**src/phsl_pkg.sv**
```systemverilog
// shared constants and carrier types for strap capture and led status
package phsl_pkg;
	// register byte offsets
	localparam logic [7:0] PHSL_OFS_STRAP  = 8'h00;
	localparam logic [7:0] PHSL_OFS_CONFIG = 8'h04;
	localparam logic [7:0] PHSL_OFS_LINK   = 8'h08;
	// strap status field positions
	localparam int PHSL_ST_ADDR_LSB = 0;
	localparam int PHSL_ST_AUTONEG_STRAP    = 5;
	localparam int PHSL_ST_ABIL_LSB = 6;
	localparam int PHSL_ST_ISOLATE  = 8;
	// config field positions and reset values
	localparam int PHSL_CF_ADDR_LSB = 0;
	localparam int PHSL_CF_LED_EN   = 8;
	localparam int PHSL_CF_ADDR_SEL = 9;
	localparam logic [4:0] PHSL_CF_ADDR_RST = 5'h00;
	localparam logic PHSL_CF_LED_EN_RST   = 1'b1;
	localparam logic PHSL_CF_ADDR_SEL_RST = 1'b0;
	// link status field positions
	localparam int PHSL_LK_LINK    = 0;
	localparam int PHSL_LK_SPEED   = 1;
	localparam int PHSL_LK_FULL    = 2;
	localparam int PHSL_LK_TX      = 3;
	localparam int PHSL_LK_RX      = 4;
	localparam int PHSL_LK_COL     = 5;
	localparam int PHSL_LK_AN_DONE = 6;
	// ability strap codes
	localparam logic [1:0] PHSL_AB_10_HALF  = 2'h0;
	localparam logic [1:0] PHSL_AB_10_FULL  = 2'h1;
	localparam logic [1:0] PHSL_AB_100_HALF = 2'h2;
	localparam logic [1:0] PHSL_AB_100_FULL = 2'h3;
	// advertised ability bits {100 full, 100 half, 10 full, 10 half}
	localparam logic [3:0] PHSL_ADV_10_BOTH  = 4'h3;
	localparam logic [3:0] PHSL_ADV_100_BOTH = 4'hc;
	localparam logic [3:0] PHSL_ADV_HALF     = 4'h5;
	localparam logic [3:0] PHSL_ADV_ALL      = 4'hf;
	// isolating management address
	localparam logic [4:0] PHSL_ISO_ADDR = 5'h00;
	// latched strap values
	typedef struct packed {
		logic [4:0] addr;
		logic       autoneg_strap;
		logic [1:0] abil;
	} phsl_strap_t;
	// resolved operating mode
	typedef struct packed {
		logic link;
		logic speed100;
		logic full;
	} phsl_mode_t;
	// led pin group
	typedef struct packed {
		logic rx;
		logic tx;
		logic link;
		logic col;
		logic dplx;
	} phsl_led_t;
endpackage

```
**src/phsl_top.sv**
```systemverilog
// strap capture at reset, mode resolution, led drive and wishbone registers
//
// Notes on behaviour
// [RULE1] transmit driver follows forced or negotiated speed
// [RULE2] receiver follows forced or negotiated speed
// [RULE3] board supplies 25 MHz reference, fifty ppm
// [RULE4] five address straps captured during reset
// [RULE5] strapped address zero isolates; written zero does not
// [RULE6] autoneg strap high: negotiate, advertise ability straps
// [RULE7] autoneg strap low: forced mode from ability straps
// [RULE8] autoneg and ability straps latched, then used
// [RULE9] straps sampled only while reset is active
// [RULE10] speed indicator high at 100, low at 10
// [RULE11] transmit indicator on during transmit activity
// [RULE12] receive indicator on during receive activity
// [RULE13] collision only in half duplex; duplex shows full
// [RULE14] link indicator on for valid link, either speed
// [RULE15] ability codes: 10h, 10f, 100h, 100f
// [RULE16] straps are inputs in reset, captured at release
//
// Local design decisions: the register offsets and the Wishbone interface to the registers.
`timescale 1ns/1ps
module phsl_top (
	// clock and reset
	input  wire logic        i_ref_clk,
	input  wire logic        i_arst_n,
	// wishbone slave
	input  wire logic        i_wb_cyc,
	input  wire logic        i_wb_stb,
	input  wire logic        i_wb_we,
	input  wire logic [7:0]  i_wb_adr,
	input  wire logic [3:0]  i_wb_sel,
	input  wire logic [31:0] i_wb_dat,
	output logic      [31:0] o_wb_dat,
	output logic             o_wb_ack,
	// dual purpose address strap and led pins, bit order dplx col link tx rx
	input  wire logic [4:0]  i_mgmt_address_straps,
	output logic      [4:0]  o_mgmt_address_straps,
	output logic      [4:0]  o_mgmt_address_straps_oe,
	// mode straps
	input  wire logic        i_autoneg_strap,
	input  wire logic        i_ability_select_hi,
	input  wire logic        i_ability_select_lo,
	// speed led pin
	output logic             o_speed_indicator,
	// status from the line and negotiation logic
	input  wire logic        i_link_up,
	input  wire logic        i_tx_active,
	input  wire logic        i_rx_active,
	input  wire logic        i_col_detect,
	input  wire logic        i_an_done,
	input  wire logic        i_an_speed100,
	input  wire logic        i_an_full,
	// configuration to the line and negotiation logic
	output logic             o_line_tx_100,
	output logic             o_line_rx_100,
	output logic             o_full_duplex,
	output logic             o_an_enable,
	output logic      [3:0]  o_an_advertise,
	output logic             o_mii_isolate,
	output logic      [4:0]  o_mgmt_address
);

	// reset release synchroniser
	logic                rst_meta_r;   // first stage, read only by second
	logic                rst_done_r;   // high once reset is fully released
	// strap synchroniser and capture
	phsl_pkg::phsl_strap_t strap_meta_r; // first stage
	phsl_pkg::phsl_strap_t strap_sync_r; // second stage
	phsl_pkg::phsl_strap_t strap_r;      // latched strap values
	// config register
	logic [4:0]          cfg_addr_r;   // software management address
	logic                cfg_led_en_r; // led drive enable
	logic                cfg_addr_sel_r; // use software address
	// resolved mode
	phsl_pkg::phsl_mode_t mode_nxt;
	phsl_pkg::phsl_led_t  led_nxt;
	logic [3:0]          adv_nxt;
	// bus
	logic                wb_req;
	logic                wb_wr;
	logic [31:0]         rd_nxt;
	// read word images, one per register
	logic [31:0]         strap_word;
	logic [31:0]         cfg_word;
	logic [31:0]         link_word;

	// speed and duplex carried by a forced ability code
	function automatic phsl_pkg::phsl_mode_t phsl_forced(
		input logic [1:0] abil
	);
		phsl_pkg::phsl_mode_t m;
		// link is left low here; the caller fills it from the line
		m.link = 1'b0;
		m.speed100 = 1'b0;
		m.full = 1'b0;
		unique case (abil)
			// ten megabit, half duplex
			phsl_pkg::PHSL_AB_10_HALF: begin // [RULE15]
				m.speed100 = 1'b0;
				m.full = 1'b0;
			end
			// ten megabit, full duplex
			phsl_pkg::PHSL_AB_10_FULL: begin // [RULE15]
				m.speed100 = 1'b0;
				m.full = 1'b1;
			end
			// hundred megabit, half duplex
			phsl_pkg::PHSL_AB_100_HALF: begin // [RULE15]
				m.speed100 = 1'b1;
				m.full = 1'b0;
			end
			// hundred megabit, full duplex
			phsl_pkg::PHSL_AB_100_FULL: begin // [RULE15]
				m.speed100 = 1'b1;
				m.full = 1'b1;
			end
		endcase
		return m;
	endfunction

	// abilities advertised for an ability code when negotiating
	function automatic logic [3:0] phsl_advert(input logic [1:0] abil);
		logic [3:0] a;
		// default keeps every path assigned; each code has its own arm
		a = phsl_pkg::PHSL_ADV_ALL;
		// the forced code names are reused: same two strap bits
		unique case (abil)
			// code 00: ten megabit, half and full
			phsl_pkg::PHSL_AB_10_HALF: begin
				a = phsl_pkg::PHSL_ADV_10_BOTH; // [RULE6]
			end
			// code 01: hundred megabit, half and full
			phsl_pkg::PHSL_AB_10_FULL: begin
				a = phsl_pkg::PHSL_ADV_100_BOTH; // [RULE6]
			end
			// code 10: half duplex at both speeds
			phsl_pkg::PHSL_AB_100_HALF: begin
				a = phsl_pkg::PHSL_ADV_HALF; // [RULE6]
			end
			// code 11: every ability
			phsl_pkg::PHSL_AB_100_FULL: begin
				a = phsl_pkg::PHSL_ADV_ALL; // [RULE6]
			end
		endcase
		return a;
	endfunction

	// reset release: asserts at once, releases after two edges
	// so no flop leaves reset on a different edge from its neighbours;
	// the released level is a constant, never a pin
	always_ff @(posedge i_ref_clk or negedge i_arst_n) begin
		if (!i_arst_n) begin
			rst_meta_r <= 1'b0;
			rst_done_r <= 1'b0;
		end else begin
			rst_meta_r <= 1'b1;
			rst_done_r <= rst_meta_r;
		end
	end

	// pin synchroniser for all straps; no reset, data path only
	// strap pins have no relation to the clock, so two stages keep
	// a metastable level away from the capture register
	always_ff @(posedge i_ref_clk) begin
		strap_meta_r.addr  <= i_mgmt_address_straps;
		strap_meta_r.autoneg_strap <= i_autoneg_strap;
		strap_meta_r.abil  <= {i_ability_select_hi, i_ability_select_lo};
		// second stage: the only reader of the first
		strap_sync_r       <= strap_meta_r;
	end

	// capture follows the pins only until release completes, so the
	// last value kept is the one seen as reset went away
	always_ff @(posedge i_ref_clk) begin
		// no reset: the pins themselves give the value during reset
		if (!rst_done_r) begin
			// still the input phase: follow the synchronised pins
			strap_r <= strap_sync_r; // [RULE4] [RULE8] [RULE9] [RULE16]
		end
	end

	// pins stay inputs through reset and turn to led outputs after
	// the handover waits for the capture to close, so no pin is
	// driven while its strap level is still being read
	always_ff @(posedge i_ref_clk or negedge i_arst_n) begin
		if (!i_arst_n) begin
			o_mgmt_address_straps_oe <= 5'h00; // [RULE16]
		end else begin
			// all five pins turn together
			o_mgmt_address_straps_oe <= {5{rst_done_r}}; // [RULE9]
		end
	end

	// operating mode: negotiated result or forced strap code
	always_comb begin
		if (strap_r.autoneg_strap) begin
			// negotiating: speed and duplex come from the result
			mode_nxt.speed100 = i_an_speed100; // [RULE6]
			mode_nxt.full = i_an_full;
			// a link only counts once negotiation has finished
			mode_nxt.link = i_link_up & i_an_done;
		end else begin
			// forced: the latched ability code alone decides
			mode_nxt = phsl_forced(strap_r.abil); // [RULE7]
			mode_nxt.link = i_link_up;
		end
		// nothing is advertised in forced mode
		adv_nxt = strap_r.autoneg_strap ? phsl_advert(strap_r.abil) : 4'h0; // [RULE6]
	end

	// led pattern from status; collision masked in full duplex
	always_comb begin
		// duplex led shows resolved duplex whether or not a link is up
		led_nxt.dplx = mode_nxt.full; // [RULE13]
		led_nxt.col  = i_col_detect & ~mode_nxt.full; // [RULE13]
		led_nxt.link = mode_nxt.link; // [RULE14]
		led_nxt.tx   = i_tx_active; // [RULE11]
		led_nxt.rx   = i_rx_active; // [RULE12]
		// software can blank every led at once
		if (!cfg_led_en_r) begin
			led_nxt = '0;
		end
	end

	// line configuration and mode outputs, held idle in reset
	// until release completes they keep 10 Mb/s half duplex, so the
	// line never starts in a mode that the straps did not ask for
	always_ff @(posedge i_ref_clk or negedge i_arst_n) begin
		if (!i_arst_n) begin
			o_line_tx_100  <= 1'b0;
			o_line_rx_100  <= 1'b0;
			o_full_duplex  <= 1'b0;
			o_an_enable    <= 1'b0;
			o_an_advertise <= 4'h0;
		end else if (rst_done_r) begin
			o_line_tx_100  <= mode_nxt.speed100; // [RULE1]
			o_line_rx_100  <= mode_nxt.speed100; // [RULE2]
			o_full_duplex  <= mode_nxt.full;
			o_an_enable    <= strap_r.autoneg_strap; // [RULE6] [RULE7]
			o_an_advertise <= adv_nxt; // [RULE6]
		end
	end

	// led pins and speed indicator
	// the pin values change on the same edge as the enables rise, so
	// the board never sees a stale pattern at the handover
	always_ff @(posedge i_ref_clk or negedge i_arst_n) begin
		if (!i_arst_n) begin
			o_mgmt_address_straps <= 5'h00;
			o_speed_indicator     <= 1'b0;
		end else if (rst_done_r) begin
			o_mgmt_address_straps <= {led_nxt.rx, led_nxt.tx,
				led_nxt.link, led_nxt.col, led_nxt.dplx};
			o_speed_indicator <= cfg_led_en_r & mode_nxt.speed100; // [RULE10]
		end
	end

	// isolation only from the strapped address, never the written one
	always_ff @(posedge i_ref_clk or negedge i_arst_n) begin
		if (!i_arst_n) begin
			o_mii_isolate  <= 1'b0;
			o_mgmt_address <= 5'h00;
		end else if (rst_done_r) begin
			// compare the captured straps only, never the config register
			o_mii_isolate <=
				(strap_r.addr == phsl_pkg::PHSL_ISO_ADDR); // [RULE5]
			// the written address only steers the management address
			o_mgmt_address <= cfg_addr_sel_r ? cfg_addr_r : strap_r.addr;
		end
	end

	// bus request decode; write lands on the acknowledging edge
	// gating the write with ack makes it land once per request, on
	// the edge where the master sees the answer
	assign wb_req = i_wb_cyc & i_wb_stb;
	assign wb_wr  = wb_req & i_wb_we & o_wb_ack;

	// config register writes, byte lane 0 address, lane 1 flags
	always_ff @(posedge i_ref_clk or negedge i_arst_n) begin
		if (!i_arst_n) begin
			cfg_addr_r     <= phsl_pkg::PHSL_CF_ADDR_RST;
			cfg_led_en_r   <= phsl_pkg::PHSL_CF_LED_EN_RST;
			cfg_addr_sel_r <= phsl_pkg::PHSL_CF_ADDR_SEL_RST;
		end else if (wb_wr && i_wb_adr == phsl_pkg::PHSL_OFS_CONFIG) begin
			// lane 0: software management address
			if (i_wb_sel[0]) begin
				cfg_addr_r <= i_wb_dat[phsl_pkg::PHSL_CF_ADDR_LSB +: 5];
			end
			// lane 1: led enable and address select
			if (i_wb_sel[1]) begin
				cfg_led_en_r   <= i_wb_dat[phsl_pkg::PHSL_CF_LED_EN];
				cfg_addr_sel_r <= i_wb_dat[phsl_pkg::PHSL_CF_ADDR_SEL];
			end
		end
	end

	// read words, assembled every cycle and picked by the address,
	// so the answer needs no wait state
	always_comb begin
		// strap status: captured values and the isolate flag
		strap_word = 32'h0;
		strap_word[phsl_pkg::PHSL_ST_ADDR_LSB +: 5] = strap_r.addr;
		strap_word[phsl_pkg::PHSL_ST_AUTONEG_STRAP] = strap_r.autoneg_strap;
		strap_word[phsl_pkg::PHSL_ST_ABIL_LSB +: 2] = strap_r.abil;
		strap_word[phsl_pkg::PHSL_ST_ISOLATE] = o_mii_isolate;
		// config: the software fields
		cfg_word = 32'h0;
		cfg_word[phsl_pkg::PHSL_CF_ADDR_LSB +: 5] = cfg_addr_r;
		cfg_word[phsl_pkg::PHSL_CF_LED_EN] = cfg_led_en_r;
		cfg_word[phsl_pkg::PHSL_CF_ADDR_SEL] = cfg_addr_sel_r;
		// link status: live levels, collision shown raw
		link_word = 32'h0;
		link_word[phsl_pkg::PHSL_LK_LINK] = mode_nxt.link;
		link_word[phsl_pkg::PHSL_LK_SPEED] = mode_nxt.speed100;
		link_word[phsl_pkg::PHSL_LK_FULL] = mode_nxt.full;
		link_word[phsl_pkg::PHSL_LK_TX] = i_tx_active;
		link_word[phsl_pkg::PHSL_LK_RX] = i_rx_active;
		link_word[phsl_pkg::PHSL_LK_COL] = i_col_detect;
		link_word[phsl_pkg::PHSL_LK_AN_DONE] = i_an_done;
		// unmapped offsets read as zero
		unique case (i_wb_adr)
			phsl_pkg::PHSL_OFS_STRAP:  rd_nxt = strap_word;
			phsl_pkg::PHSL_OFS_CONFIG: rd_nxt = cfg_word;
			phsl_pkg::PHSL_OFS_LINK:   rd_nxt = link_word;
			default:                   rd_nxt = 32'h0;
		endcase
	end

	// one-cycle acknowledge, dropped the cycle after it is given
	// a request held through its ack is not taken twice: ack gates it
	always_ff @(posedge i_ref_clk or negedge i_arst_n) begin
		if (!i_arst_n) begin
			o_wb_ack <= 1'b0;
			o_wb_dat <= 32'h0;
		end else begin
			o_wb_ack <= wb_req & ~o_wb_ack;
			// read data loads as the request is taken, holds until the next
			if (wb_req && !o_wb_ack) begin
				o_wb_dat <= rd_nxt;
			end
		end
	end

endmodule

```
**config.mk**
```make
export PLATFORM = sky130hd
export DESIGN_NAME = phsl_top
export DESIGN_NICKNAME = d
export VERILOG_FILES = /design/src/phsl_pkg.sv /design/src/phsl_top.sv
export SDC_FILE = /design/constraint.sdc
export NUM_CORES = 1
export LEC_CHECK = 0
export ABC_AREA = 1
export BUFFER_PORTS_ARGS = -buffer_cell sky130_fd_sc_hd__buf_2
export CELL_PAD_IN_SITES_DETAIL_PLACEMENT = 0
export CELL_PAD_IN_SITES_GLOBAL_PLACEMENT = 1
export CORE_MARGIN = 2
export CORE_UTILIZATION = 30
export DETAILED_ROUTE_END_ITERATION = 7
export GPL_TIMING_DRIVEN = 1
export HOLD_SLACK_MARGIN = 0.05
export PLACE_DENSITY_LB_ADDON = 0.1
export SETUP_SLACK_MARGIN = 0.2
export SYNTH_ARGS = -nofsm -noshare
export SYNTH_HDL_FRONTEND = slang
export SYNTH_SLANG_ARGS = --single-unit
```
**constraint.sdc**
```tcl
create_clock -name i_ref_clk -period 1.2 [get_ports i_ref_clk]
set_input_delay 0.06 -clock i_ref_clk [delete_from_list [all_inputs] [get_ports i_ref_clk]]
set_output_delay 0.06 -clock i_ref_clk [all_outputs]
set_load 0.05 [all_outputs]
```
==> flow_summary.yaml <==
status:
  status: "finished with violations"
  violations: "setup timing"
critical_path:
  worstSetupPathType: "reg2reg"
  slowest_delay_ns: 0.48
  cpMostUsedCell: "nand2_1"
  cp_cell_sequence: "inv_2, ha_2, nor2_1, o21ai_1, nand2_1, nand2_1, nand3_1, nand2_1, nand2_1"
  critical_path.top_delay_family: "flip-flops"
  crit_fanout: 5
  cpMaxStageDelayCell: "edfxtp_1"
  cp-start-kind: "flip-flop"
  endpoint_kind: "flip-flop"
  cp_data_arrival_time_ns: 1.54
  critical_path_required_ns: 1.44
  path_buf_inv: 1
finish:
  layout-drive-gt1-share_pct: 38.3
  post-route-util_pct: 47.9
  fin_nets: 476
  design_area_sq_um: 4140
  diodes: 0
  final_cells: 520
  nFillCells: 849
  syn2layout_area_growth_pct: 56.4
clock_tree:
  cts_tree: "done"
  clkLatencyLatePin_ns: 0.34
  clockRootBuffer: "clkbuf_8"
  cts_made_buffers: 9
  clk_pin_slew_ns: 0.08
  htree_levels: 3
  cts.sinks: 64
  clockBufferDepth: 2
drt:
  drt-total-wl_um: 6630
  drtPass1Iterations: 4
  vias: 2162
  wire_per_inst_um: 12.7
  drc: 0
  drt_iter0_markers: 48
  postRouteAntennaNets: 0
  viasPerCell: 4.16
sta:
  fin_skew_ns: 0.00545
  slew_viol_final: 0
  finalSetupViolCount: 5
  fin_ws_ns: -0.0948
  final-hold-violation-count: 0
  fin_setup_tns_ns: -0.314
  rsz0062_at_grt: "yes"
  max_freq_mhz: 772
  fin_crit_sh_pct: 108
  finalCriticalPeriod_ns: 1.29
place:
  gp_congestion: 0.742
  dp_cells: 460
  io_buffers: 72
  placed_area_sq_um: 3150
  hpwl_um: 4330
yosys:
  syn_area_sq_um: 2650
  yosysSeqAreaShare_pct: 59.1
  synthArstFlopShare_pct: 62.5
  yosysTopAreaCell: "dfrtp_1"
  synth_ff_type: "dfrtp_1"
  ys_ff_latch: 64
  synth_common_cells: "nand2_1 (89), dfrtp_1 (39), buf_4 (27)"
  synth_edf_count: 8
  syn_inst: 278
  synth_top_area_share_pct: 36.9
  ys_types: 25
  avgSynthCellArea_sq_um: 9.51
  yosys.cell_count.top_type: "nand2_1"
  yosys_warnings: 0
  synth_area_leaders: "dfrtp_1 (37%), nand2_1 (13%), dfxtp_1 (12%)"
power:
  powerDensity_nw_per_um2: 1380
  power.leakage_uw: 0.00207
  irDropWorstVdd_v: 0.000908
grt:
  grt_pass1_vias: 2143
  grt_antenna_before_repair: 0
  overflow: 0
  grt_first_pass_wirelength_um: 10600
  grtUsageTotal_pct: 14.2
  grt_max_degree: 41
floorplan:
  fp.dieW_um: 97.9
  dieArea_sq_um: 9580
  coreArea_sq_um: 8640
  start_util_pct: 30.6
  rows: 34
  io_pins: 122
  die_y_um: 97.9
hold_path:
  worstHoldPathType: "in2reg"
flow_run:
  max-cap-violations: 0
==> report_power, final <==
| group | total (uW) | switching [uW] | internal (uW) |
|---|---|---|---|
| clock | 2350 | 902 | 1450 |
| combinational | 957 | 609 | 349 |
| sequential | 2390 | 88.7 | 2300 |
| total | 5690 | 1600 | 4090 |
==> cells in the final DEF (no fill, tap or decap), drive strengths merged, types with 3 or more instances in the layout <==
| cell type | n |
|---|---|
| clkinv | 3 |
| conb | 23 |
| inv | 15 |
| dfrtp | 39 |
| clkbuf | 10 |
| nand3 | 17 |
| dfxtp | 16 |
| a22o | 3 |
| nand2 | 92 |
| nand4 | 7 |
| bufinv | 3 |
| ha | 5 |
| o21ai | 19 |
| nor2 | 21 |
| edfxtp | 8 |
| dlygate4sd3 | 23 |
| buf | 103 |
==> final timing paths <==
path / from / endpoint / slack (ns) / depth (start not counted)
hold reg to reg: strap_meta_r[4] / strap_sync_r[4] / 0.33 / 0
hold / removal: i_wb_we / cfg_led_en_r / 0.11 / 5
setup reg to reg: strap_r[0] / o_wb_dat[1] / -0.09 / 9
min in group asynchronous: i_arst_n / cfg_addr_sel_r / 0.22 / 3
setup / recovery: strap_r[0] / o_wb_dat[1] / -0.09 / 9
max in group asynchronous: i_arst_n / cfg_led_en_r / 0.73 / 3
==> routing by layer <==
layer | global-route usage [%] | vias up | wire [um]
met5 | 0 | - | 0
met4 | 4.81 | 0 | 53
met3 | 4.01 | 7 | 306
met2 | 21.9 | 57 | 3080
met1 | 19.3 | 989 | 3190
li1 | - | 1109 | -
==> area by class of cell <==
cell class | count | area, sq um | share of cell area, %
clock buffer | 10 | 138 | 3.33
clock inverter | 6 | 115 | 2.78
inverter | 14 | 65.1 | 1.57
multi-input combinational | 190 | 977 | 23.6
sequential | 64 | 1570 | 37.9
tap | 108 | 135 | 3.27
timing repair buffer | 126 | 1130 | 27.3
timing repair inverter | 2 | 7.51 | 0.181
==> worst register-to-register path, cell delays in order (launching register included) <==
cell and delay, ns:
edfxtp_1 0.48, inv_2 0.10, ha_2 0.18, nor2_1 0.04
o21ai_1 0.07, nand2_1 0.09, nand2_1 0.07, nand3_1 0.06
nand2_1 0.06, nand2_1 0.04
==> registers in the layout, indices dropped and copies added, names as in the netlist, 4 cells and up <==
name	count
strap_sync_r	8
cfg_addr_r	5
o_mgmt_address	5
o_wb_dat	10
strap_r	8
strap_meta_r	8
o_an_advertise	4
o_mgmt_address_straps	5
==> metrics by stage <==
stage / hold WS [ns] / setup WS (ns) / power [uW]
2_1_floorplan: -0.236 / 0.0301 / 2970
3_3_place_gp: 0.0536 / -0.115 / 3140
3_5_place_dp: 0.0558 / -0.136 / 3140
4_1_cts: 0.106 / -0.0954 / 5690
5_1_grt: 0.151 / -0.176 / 5910
6_report: 0.114 / -0.0948 / 5690
==> cells by family after synthesis <==
| family | share of synthesized area [%] |
|---|---|
| AO/OA/AOI/OAI | 5.16 |
| AND/OR/NAND/NOR | 22.8 |
| other | 0.284 |
| flip-flops | 59.1 |
| adder cells (fa/ha/maj) | 2.37 |
| buffers and inverters | 10.4 |
==> what timing repair did <==
action / 4_1_cts / 5_1_grt
hold buffers: 23 / 0
setup endpoints to repair: 66 / 63
setup buffers: 10 / 9
hold endpoints to repair: 60 / 0
cloned: 2 / 0
resized for setup: 90 / 35
pin swaps: 21 / 7
No activity file was read; power rests on OpenSTA's default activity.
